**config.mk**
```make
export PLATFORM = sky130hd
export DESIGN_NAME = pll_divider_config_regs
export DESIGN_NICKNAME = d
export VERILOG_FILES = /design/src/rtl/pll_cfg_pkg.sv /design/src/rtl/loop_counter.sv /design/src/rtl/pump_drive.sv /design/src/rtl/pll_divider_config_regs.sv
export SDC_FILE = /design/constraint.sdc
export NUM_CORES = 1
export LEC_CHECK = 0
export BUFFER_PORTS_ARGS = -buffer_cell sky130_fd_sc_hd__buf_2
export CORE_MARGIN = 5
export CORE_UTILIZATION = 45
export CTS_CLUSTER_DIAMETER = 120
export DETAILED_ROUTE_END_ITERATION = 7
export GPL_TIMING_DRIVEN = 0
export PLACE_DENSITY = 0.67
export SLEW_MARGIN = 20
export SYNTH_ARGS = -nofsm -noshare
export SYNTH_HDL_FRONTEND = slang
export SYNTH_SLANG_ARGS = --single-unit
```
**constraint.sdc**
```tcl
create_clock -name clk_sys -period 3.34 [get_ports clk_sys]
set_input_delay 0.334 -clock clk_sys [delete_from_list [all_inputs] [get_ports clk_sys]]
set_output_delay 0.334 -clock clk_sys [all_outputs]
set_load 0.02 [all_outputs]
```
**src/rtl/pll_cfg_pkg.sv**
```systemverilog
package pll_cfg_pkg;

    // ==========================================================
    // register indexes; byte address is four times the index
    localparam logic [4:0] IDX_LOOP_CTRL = 5'h10;
    localparam logic [4:0] IDX_REF_LOW = 5'h11;
    localparam logic [4:0] IDX_REF_HIGH = 5'h12;
    localparam logic [4:0] IDX_SWALLOW = 5'h13;
    localparam logic [4:0] IDX_MAIN_LOW = 5'h14;
    localparam logic [4:0] IDX_MAIN_HIGH = 5'h15;
    localparam logic [4:0] IDX_PIN_CTRL = 5'h16;
    localparam logic [4:0] IDX_STATUS = 5'h17;

    // ==========================================================
    // reset values
    localparam logic [7:0] RST_LOOP_CTRL = 8'h7D;
    localparam logic [7:0] RST_REF_LOW = 8'h01;
    localparam logic [5:0] RST_REF_HIGH = 6'h00;
    localparam logic [5:0] RST_SWALLOW = 6'h00;
    localparam logic [7:0] RST_MAIN_LOW = 8'h03;
    localparam logic [4:0] RST_MAIN_HIGH = 5'h00;
    localparam logic [7:0] RST_PIN_CTRL = 8'h00;

    // ==========================================================
    // field widths and positions
    localparam int REF_W = 14;
    localparam int SWALLOW_W = 6;
    localparam int MAIN_W = 13;
    localparam int REF_HIGH_W = 6;
    localparam int MAIN_HIGH_W = 5;
    localparam int POL_BIT = 7;
    localparam int CUR_LSB = 4;
    localparam int CUR_W = 3;
    localparam int MODE_LSB = 2;
    localparam int PD_LSB = 0;
    localparam int MID_BIT = 7;
    localparam int RST_REF_BIT = 6;
    localparam int RST_FB_BIT = 5;
    localparam int RST_ALL_BIT = 4;
    localparam int BYPASS_BIT = 3;

    // ==========================================================
    // field encodings
    typedef enum logic [1:0] {
        PUMP_HIZ = 2'h0,
        PUMP_FORCE_UP = 2'h1,
        PUMP_FORCE_DOWN = 2'h2,
        PUMP_NORMAL = 2'h3
    } pump_force_mode_t;

    typedef enum logic [1:0] {
        LOOP_RUN = 2'h0,
        LOOP_PD_ASYNC = 2'h1,
        LOOP_UNUSED = 2'h2,
        LOOP_PD_SYNC = 2'h3
    } loop_power_t;

endpackage

```
**src/rtl/loop_counter.sv**
```systemverilog
`timescale 1ns/1ns
module loop_counter #(
    parameter int W = 14
) (
    // clock and reset
    input wire logic clk_sys,
    input wire logic resetn,
    // control
    input wire logic hold,
    input wire logic [W-1:0] divide,
    // result
    output logic tick
);

    // ==========================================================
    // down counter, period is divide (0 behaves as 1)
    logic [W-1:0] count;
    wire at_end = (count == '0);
    wire [W-1:0] reload = (divide == '0) ? '0 : divide - W'(1);

    always_ff @(posedge clk_sys) begin
        if (!resetn || hold) begin
            count <= '0;
            tick <= 1'b0;
        end else begin
            count <= at_end ? reload : count - W'(1);
            tick <= at_end;
        end
    end

endmodule

```
**src/rtl/pump_drive.sv**
```systemverilog
`timescale 1ns/1ns
module pump_drive (
    // clock and reset
    input wire logic clk_sys,
    input wire logic resetn,
    // settings
    input wire pll_cfg_pkg::pump_force_mode_t mode,
    input wire logic loop_on,
    input wire logic set_mid,
    input wire logic pfd_up,
    input wire logic pfd_down,
    // pump controls
    output logic pump_up,
    output logic pump_down,
    output logic pump_hiz,
    output logic pump_mid
);

    logic next_up;
    logic next_down;

    // ==========================================================
    // mode decode; mid-supply overrides everything
    always_comb begin
        next_up = 1'b0;
        next_down = 1'b0;
        unique case (mode)
            pll_cfg_pkg::PUMP_HIZ: begin
            end
            pll_cfg_pkg::PUMP_FORCE_UP: begin
                next_up = 1'b1;
            end
            pll_cfg_pkg::PUMP_FORCE_DOWN: begin
                next_down = 1'b1;
            end
            pll_cfg_pkg::PUMP_NORMAL: begin
                next_up = pfd_up;
                next_down = pfd_down;
            end
        endcase
    end

    always_ff @(posedge clk_sys) begin
        if (!resetn) begin
            pump_up <= 1'b0;
            pump_down <= 1'b0;
            pump_hiz <= 1'b1;
            pump_mid <= 1'b0;
        end else begin
            pump_up <= loop_on && !set_mid && next_up;
            pump_down <= loop_on && !set_mid && next_down;
            pump_hiz <= !loop_on || set_mid || !(next_up || next_down);
            pump_mid <= set_mid;
        end
    end

endmodule

```
**src/rtl/pll_divider_config_regs.sv**
```systemverilog
// What this block does
// - loop power-down field runs the loop only at 00; other codes power it down.
// - pump mode 01 forces continuous source current on the charge pump.
// - pump mode 10 forces continuous sink current on the charge pump.
// - reference divider bits 7..0 live at index 0x011, reset 0x01.
// - reference divider bits 13..8 live at 0x012 bits 5..0, reset zero.
// - six-bit swallow count lives at 0x013 bits 5..0, reset zero.
// - feedback main count bits 7..0 live at 0x014, reset 0x03.
// - feedback main count bits 12..8 live at 0x015 bits 4..0, reset zero.
`timescale 1ns/1ns
module pll_divider_config_regs (
    // clock and reset
    input wire logic clk_sys,
    input wire logic resetn,
    // wishbone slave
    input wire logic wb_cyc_i,
    input wire logic wb_stb_i,
    input wire logic wb_we_i,
    input wire logic [7:0] wb_adr_i,
    input wire logic [3:0] wb_sel_i,
    input wire logic [31:0] wb_dat_i,
    output logic wb_ack_o,
    output logic [31:0] wb_dat_o,
    // phase detector requests
    input wire logic pfd_up,
    input wire logic pfd_down,
    // charge pump
    output logic pump_up,
    output logic pump_down,
    output logic pump_hiz,
    output logic pump_mid,
    output logic [2:0] pump_current,
    output logic pfd_negative,
    // loop counters
    output logic ref_tick,
    output logic fb_tick,
    output logic [5:0] swallow_out
);

    // ==========================================================
    // registers
    logic [7:0] loop_ctrl;
    logic [7:0] ref_low;
    logic [5:0] ref_high;
    logic [5:0] swallow;
    logic [7:0] main_low;
    logic [4:0] main_high;
    logic [7:0] pin_ctrl;
    logic pfd_up_s1;
    logic pfd_up_s2;
    logic pfd_down_s1;
    logic pfd_down_s2;

    // ==========================================================
    // bus decode; the write lands on the edge the master sees ack
    wire [4:0] index = wb_adr_i[6:2];
    wire in_range = (wb_adr_i[7] == 1'b0) && (wb_adr_i[1:0] == 2'h0);
    wire request = wb_cyc_i && wb_stb_i;
    wire commit = request && wb_ack_o && wb_we_i && wb_sel_i[0];
    wire [7:0] wbyte = wb_dat_i[7:0];
    wire hit_loop = in_range && (index == pll_cfg_pkg::IDX_LOOP_CTRL);
    wire hit_ref_low = in_range && (index == pll_cfg_pkg::IDX_REF_LOW);
    wire hit_ref_high = in_range && (index == pll_cfg_pkg::IDX_REF_HIGH);
    wire hit_swallow = in_range && (index == pll_cfg_pkg::IDX_SWALLOW);
    wire hit_main_low = in_range && (index == pll_cfg_pkg::IDX_MAIN_LOW);
    wire hit_main_high = in_range && (index == pll_cfg_pkg::IDX_MAIN_HIGH);
    wire hit_pin = in_range && (index == pll_cfg_pkg::IDX_PIN_CTRL);
    wire hit_status = in_range && (index == pll_cfg_pkg::IDX_STATUS);
    wire wr_loop = commit && hit_loop;
    wire wr_ref_low = commit && hit_ref_low;
    wire wr_ref_high = commit && hit_ref_high;
    wire wr_swallow = commit && hit_swallow;
    wire wr_main_low = commit && hit_main_low;
    wire wr_main_high = commit && hit_main_high;
    wire wr_pin = commit && hit_pin;

    // ==========================================================
    // fields
    wire pll_cfg_pkg::loop_power_t power_mode =
        pll_cfg_pkg::loop_power_t'(loop_ctrl[pll_cfg_pkg::PD_LSB +: 2]);
    wire pll_cfg_pkg::pump_force_mode_t pump_mode =
        pll_cfg_pkg::pump_force_mode_t'(loop_ctrl[pll_cfg_pkg::MODE_LSB +: 2]);
    wire loop_on = (power_mode == pll_cfg_pkg::LOOP_RUN);
    wire [pll_cfg_pkg::REF_W-1:0] ref_divide = {ref_high, ref_low};
    wire [pll_cfg_pkg::MAIN_W-1:0] main_divide = {main_high, main_low};
    wire bypass = pin_ctrl[pll_cfg_pkg::BYPASS_BIT];
    wire [pll_cfg_pkg::MAIN_W-1:0] fb_divide =
        bypass ? pll_cfg_pkg::MAIN_W'(1) : main_divide;
    wire hold_all = pin_ctrl[pll_cfg_pkg::RST_ALL_BIT] || !loop_on;
    wire hold_ref = hold_all || pin_ctrl[pll_cfg_pkg::RST_REF_BIT];
    wire hold_fb = hold_all || pin_ctrl[pll_cfg_pkg::RST_FB_BIT];

    // ==========================================================
    // read mux; unused bits come back as zero
    wire [7:0] status = {3'h0, pump_mid, pump_down, pump_up, hold_fb, hold_ref};
    wire [7:0] lane_ref_high = {2'h0, ref_high};
    wire [7:0] lane_swallow = {2'h0, swallow};
    wire [7:0] lane_main_high = {3'h0, main_high};
    wire [7:0] rbyte =
        ({8{hit_loop}} & loop_ctrl) |
        ({8{hit_ref_low}} & ref_low) |
        ({8{hit_ref_high}} & lane_ref_high) |
        ({8{hit_swallow}} & lane_swallow) |
        ({8{hit_main_low}} & main_low) |
        ({8{hit_main_high}} & lane_main_high) |
        ({8{hit_pin}} & pin_ctrl) |
        ({8{hit_status}} & status);

    // ==========================================================
    // ack one cycle after the request, dropped the cycle after
    wire answer = request && !wb_ack_o;

    always_ff @(posedge clk_sys) begin
        if (!resetn) begin
            wb_ack_o <= 1'b0;
        end else begin
            wb_ack_o <= answer;
        end
    end

    // data stands only with ack, so a stale byte never leaks onto the bus
    always_ff @(posedge clk_sys) begin
        if (!resetn) begin
            wb_dat_o <= 32'h0;
        end else begin
            wb_dat_o <= answer ? {24'h0, rbyte} : 32'h0;
        end
    end

    // ==========================================================
    // next values; a byte lands only on the ack edge of a write
    // pin control keeps bits 2..0 at zero, they have no function
    wire [7:0] pin_used = {wbyte[pll_cfg_pkg::MID_BIT:pll_cfg_pkg::BYPASS_BIT], {pll_cfg_pkg::BYPASS_BIT{1'b0}}};
    wire [7:0] next_loop_ctrl = wr_loop ? wbyte : loop_ctrl;
    wire [7:0] next_ref_low = wr_ref_low ? wbyte : ref_low;
    wire [5:0] next_ref_high = wr_ref_high ? wbyte[pll_cfg_pkg::REF_HIGH_W-1:0] : ref_high;
    wire [5:0] next_swallow = wr_swallow ? wbyte[pll_cfg_pkg::SWALLOW_W-1:0] : swallow;
    wire [7:0] next_main_low = wr_main_low ? wbyte : main_low;
    wire [4:0] next_main_high = wr_main_high ? wbyte[pll_cfg_pkg::MAIN_HIGH_W-1:0] : main_high;
    wire [7:0] next_pin_ctrl = wr_pin ? pin_used : pin_ctrl;

    // ==========================================================
    // register storage, one short block per register
    always_ff @(posedge clk_sys) begin
        if (!resetn) begin
            loop_ctrl <= pll_cfg_pkg::RST_LOOP_CTRL;
        end else begin
            loop_ctrl <= next_loop_ctrl;
        end
    end

    always_ff @(posedge clk_sys) begin
        if (!resetn) begin
            ref_low <= pll_cfg_pkg::RST_REF_LOW;
        end else begin
            ref_low <= next_ref_low;
        end
    end

    always_ff @(posedge clk_sys) begin
        if (!resetn) begin
            ref_high <= pll_cfg_pkg::RST_REF_HIGH;
        end else begin
            ref_high <= next_ref_high;
        end
    end

    always_ff @(posedge clk_sys) begin
        if (!resetn) begin
            swallow <= pll_cfg_pkg::RST_SWALLOW;
        end else begin
            swallow <= next_swallow;
        end
    end

    always_ff @(posedge clk_sys) begin
        if (!resetn) begin
            main_low <= pll_cfg_pkg::RST_MAIN_LOW;
        end else begin
            main_low <= next_main_low;
        end
    end

    always_ff @(posedge clk_sys) begin
        if (!resetn) begin
            main_high <= pll_cfg_pkg::RST_MAIN_HIGH;
        end else begin
            main_high <= next_main_high;
        end
    end

    always_ff @(posedge clk_sys) begin
        if (!resetn) begin
            pin_ctrl <= pll_cfg_pkg::RST_PIN_CTRL;
        end else begin
            pin_ctrl <= next_pin_ctrl;
        end
    end

    // ==========================================================
    // phase detector inputs arrive from another timing domain
    always_ff @(posedge clk_sys) begin
        if (!resetn) begin
            pfd_up_s1 <= 1'b0;
            pfd_up_s2 <= 1'b0;
            pfd_down_s1 <= 1'b0;
            pfd_down_s2 <= 1'b0;
        end else begin
            pfd_up_s1 <= pfd_up;
            pfd_up_s2 <= pfd_up_s1;
            pfd_down_s1 <= pfd_down;
            pfd_down_s2 <= pfd_down_s1;
        end
    end

    // ==========================================================
    // static settings out, registered
    always_ff @(posedge clk_sys) begin
        if (!resetn) begin
            pump_current <= pll_cfg_pkg::RST_LOOP_CTRL[pll_cfg_pkg::CUR_LSB +: pll_cfg_pkg::CUR_W];
        end else begin
            pump_current <= loop_ctrl[pll_cfg_pkg::CUR_LSB +: pll_cfg_pkg::CUR_W];
        end
    end

    always_ff @(posedge clk_sys) begin
        if (!resetn) begin
            pfd_negative <= pll_cfg_pkg::RST_LOOP_CTRL[pll_cfg_pkg::POL_BIT];
        end else begin
            pfd_negative <= loop_ctrl[pll_cfg_pkg::POL_BIT];
        end
    end

    // swallow value parks at zero while the feedback side is held
    always_ff @(posedge clk_sys) begin
        if (!resetn) begin
            swallow_out <= pll_cfg_pkg::RST_SWALLOW;
        end else begin
            swallow_out <= hold_fb ? pll_cfg_pkg::RST_SWALLOW : swallow;
        end
    end

    // ==========================================================
    // loop counters and pump
    loop_counter #(
        .W(pll_cfg_pkg::REF_W)
    ) ref_counter (
        .clk_sys(clk_sys),
        .resetn(resetn),
        .hold(hold_ref),
        .divide(ref_divide),
        .tick(ref_tick)
    );

    loop_counter #(
        .W(pll_cfg_pkg::MAIN_W)
    ) fb_counter (
        .clk_sys(clk_sys),
        .resetn(resetn),
        .hold(hold_fb),
        .divide(fb_divide),
        .tick(fb_tick)
    );

    pump_drive pump (
        .clk_sys(clk_sys),
        .resetn(resetn),
        .mode(pump_mode),
        .loop_on(loop_on),
        .set_mid(pin_ctrl[pll_cfg_pkg::MID_BIT]),
        .pfd_up(pfd_up_s2),
        .pfd_down(pfd_down_s2),
        .pump_up(pump_up),
        .pump_down(pump_down),
        .pump_hiz(pump_hiz),
        .pump_mid(pump_mid)
    );

endmodule

```
==> results <==
- Of all flip-flops after synthesis, the portion carrying an async set or reset was 0%.
- The launch point of the worst hold path is pfd_up.
- The startpoint identified for the worst register-to-register timing path is pin_ctrl[3].
- The cell row count is 39.
- The top cell type by area accounts for 39.5% of the synthesized area.
- From synthesis to final layout, the design area changed by 15.4%.
- The final hold violation count came to 0.
- In the global route stage, overall resource usage came out at 20.4%.
- The total CTS buffers is 9.
- Counting every sink on the clock net gives 102.
- The count of instances resized after the clock tree is built is 0.
- The synthesized netlist contains 57 unique library cells.
- The Yosys step of the flow raised 0 warnings.
- Across all register-to-register paths, the minimum setup slack is 0.16 ns.
- The most used flip-flop cell after synthesis is dfxtp_1.
- The clock passes through at most 2 buffers.
- The ratio of total power to cell area is 398 mW/mm².
- Ranked by instance count, the synthesized netlist is headed by dfxtp_1, mux2i_1, nand2_1, nor2_1, nor2b_1.
- In the post-synthesis netlist, the biggest area contributors are dfxtp_1, mux2i_1, nor2b_1.
- The synthesized netlist devotes 4.58% of its cell area to XOR and XNOR gates.
- The worst hold path terminates at pfd_up_s1.
- The layer flagged by global routing as most heavily used is met2.
- The maximum clock skew at final layout is 0.0106 ns.
- In the global route stage, met2 resource usage came out at 34.1%.
- The count of nets left with antenna violations once routing finished came out at 0.
- In the routed design, unresolved DRC markers number 0.
- The endpoint identified for the worst register-to-register timing path is fb_counter.count[3].
- The die height is 117 µm.
- The slew at the pin closest to its max-slew limit is 0.744 ns.
- STA classifies the critical path endpoint as a flip-flop.
- The simple logic cell fraction of the synthesized area is 26.7%.
- The wire-length estimate of the detail-placed layout is 10.1 mm.
- The number of antenna cells inserted is 0.
- The kind of path behind the tightest hold check is input port to flip-flop.
- The cell type with the highest aggregate area in the netlist is dfxtp_1.
- For the worst setup path, the data arrival time is 3.39 ns.
- The utilization of the core after routing is 52.7%.
- The flow ran to the end, and the final reports show no timing, DRC or antenna violations.
- The H-tree was split into 3 levels.
- In the final routed layout, each cell accounts on average for 16.7 µm.
- A synthesized cell averages 8.92 µm².
- The first-pass GRT wire length is 21.8 mm.
- The worst vdd rail ir drop is 0.386 mV.
- The post-route non-filler standard cell count is 808.
- After layout, the minimum clock period comes to 3.18 ns.
- The maximum net fanout on the critical path is 10.
- Summing every instance area after synthesis gives 0.00516 mm².
- On the final layout, the worst hold slack is 0.189 ns.
- The multiplexer share of the synthesized area is 12.3%.
- Counting tap cells, the placed design contains a total of 792 instances.
- The clock root buffer is clkbuf_16.
- Derived from the worst setup path, the maximum achievable clock frequency is 0.314 GHz.
- The met3 demand-to-capacity share in global routing is 4.06%.
- The number of hold buffers added after cts is 0.
- The final layout contains 716 nets.
- The number of port buffers is 47.
- The total vias in the final route is 4,432.
- The number of flops mapped to enable cells by yosys is 0.
- The total overflow reported by the global router is 0.
- The synthesized design contains 102 register bits.
- STA puts the critical path data required time at 3.55 ns.
- The number of cells on the worst reg-to-reg path is 9.
- The total negative setup slack is 0 ns.
- After clock tree synthesis, the setup repair step added 0 buffers.
- The synthesized netlist devotes 9.01% of its cell area to compound gates.
- Using the TritonRoute via totals, the vias-per-cell ratio works out to 5.49.
- The cell count after synthesis came out at 579.
- The die extent in x is 117 µm.
- Headroom to the max-slew limit came out at 50.0%.
- The clock latency reported for the late side of the worst-skew pair is 0.35 ns.
- For this design the static power due to leakage is 2.51 nW.
- The post-route standard cell area excluding fillers is 0.00596 mm².
- Before antenna repair, the detailed router went through 5 iterations.
- The count of max-cap constraint violations is 0.
- The floorplan step defined a die boundary enclosing 0.0137 mm².
- The placed instances occupy a cell area of 0.00567 mm².
- Clock-pin slew was measured on the worst setup and hold paths at 0.07 ns.
- After layout, the worst path uses 95.2% of the clock period.
- The maximum number of pins on one net before global-route repair is 20.
- The met1 track demand over resource in global routing is 26.3%.
- The via count of the first global-routing pass is 4,377.
- The TritonCTS clock tree is done.
- Setup repair after global routing left no endpoint under its margin.
- By area, the combinational part of the netlist is dominated by simple AND/OR/NAND/NOR gates.
- The instance count along the most critical hold path is 2.
- The number of antenna violations at the first check in global routing is 1.
- Yosys instantiated no cell more often than dfxtp_1.
- The floorplan step defined a core boundary enclosing 0.0113 mm².
- The final count of pins violating max slew came to 0.
- Pin placement for this block handled 100 I/O pins.
- At the end of routability-driven placement, the weighted congestion stood at 0.913.
- STA classifies the critical path startpoint as a flip-flop.
- The share of the yosys chip area belonging to registers is 39.5%.
- The worst setup path is of the flip-flop to flip-flop kind.
- The number of design-rule violations left by the first detailed-router iteration is 381.
- Summing the areas of all fa, ha and maj instances in the mapped netlist gives 1.21% of the synthesized area.
- The starting density of the core is 45.6%.
- The post-route netlist has 16.1% of its cells at a drive strength greater than 1.
- The number of setup violations in the final report is 0.
- The number of inserted filler cells in the final layout is 1,078.
- The final layout contains routed wiring with a total length of 13.5 mm.
[registers in the layout, summed over array words and instances, names as in the netlist, 3 cells and up]
signal,cells
fb_counter.count,13
wb_dat_o,8
swallow,6
ref_low,8
ref_counter.count,14
ref_high,6
loop_ctrl,8
pin_ctrl,5
main_low,8
swallow_out,6
main_high,5
pump_current,3
[kinds of logic (layout without fill, tap and decap cells)]
logic type / after synthesis / count (layout)
and+or+nand+nor: 250 / 250
other: 1 / 24
DFF: 102 / 102
buffers and inverters: 63 / 126
AOI/OAI and AO/OA: 74 / 74
xor gates and xnor gates: 27 / 27
adders and majority gates: 5 / 5
muxes: 57 / 57
[worst max-delay path, cell delays in order (launching register included)]
cell	delay, ns
dfxtp_1	0.39
clkbuf_1	0.34
nand2b_1	0.16
ha_1	0.21
or4b_2	0.59
clkbuf_1	0.18
nor4_1	0.62
nor2_1	0.27
a21oi_1	0.21
a311oi_1	0.07
[power breakdown]
part           switching [W]  leakage (nW)  internal, W
Sequential       0.000000982         0.823      0.00122
Combinational      0.0000828          1.55    0.0000550
Clock               0.000494         0.140     0.000524
[metal layers]
| metal | vias to the layer above | part of all wire (%) |
|---|---|---|
| met5 | - | 0.097 |
| met1 | 2074 | 45 |
| met3 | 33 | 5.6 |
| met2 | 152 | 47 |
| met4 | 2 | 2.6 |
| li1 | 2171 | - |
[cell type report]
class	instances	area (µm²)	area share [%]
multi-input combinational	437	2870	48.2
sequential	102	2040	34.3
buffer	53	304	5.10
timing repair buffer	47	235	3.95
clock buffer	9	225	3.78
tap	143	179	3.00
clock inverter	7	65.1	1.09
inverter	10	37.5	0.630
[worst max-delay path by stage]
stage                startpoint                  end  cells past startpoint
floorplan           pin_ctrl[3]  fb_counter.count[3]                      9
global placement    pin_ctrl[3]  fb_counter.count[3]                      9
detailed placement  pin_ctrl[3]  fb_counter.count[3]                      9
CTS                 pin_ctrl[3]  fb_counter.count[3]                      9
global route        pin_ctrl[3]  fb_counter.count[3]                      9
finish              pin_ctrl[3]  fb_counter.count[3]                      9
[metrics by stage]
stage | setup WS (ns) | power [W]
6_report | 0.159 | 0.00237
3_5_place_dp | 0.239 | 0.00138
4_1_cts | 0.234 | 0.00239
3_3_place_gp | 0.268 | 0.00138
2_1_floorplan | 0.690 | 0.00134
5_1_grt | 0.0254 | 0.00246
[cells in the final DEF, fill, tap and decap left out, types with 9 or more instances in the layout]
| cell | Yosys | final |
|---|---|---|
| xor2_1 | 14 | 14 |
| buf_4 | 26 | 26 |
| nand2b_1 | 9 | 9 |
| and2_1 | 12 | 12 |
| conb_1 | 1 | 24 |
| nor2b_1 | 39 | 39 |
| nand2_1 | 49 | 49 |
| inv_1 | 10 | 10 |
| xnor2_1 | 13 | 13 |
| a21oi_1 | 29 | 29 |
| o21ai_0 | 11 | 11 |
| clkbuf_1 | 23 | 23 |
| mux2i_1 | 50 | 50 |
| clkbuf_16 | 0 | 9 |
| nor4_1 | 19 | 19 |
| nor2_1 | 39 | 39 |
| dfxtp_1 | 102 | 102 |
| buf_2 | 0 | 47 |
| nand3_1 | 23 | 23 |
| nor3_1 | 23 | 22 |
Power figures use the tool's default switching activity.
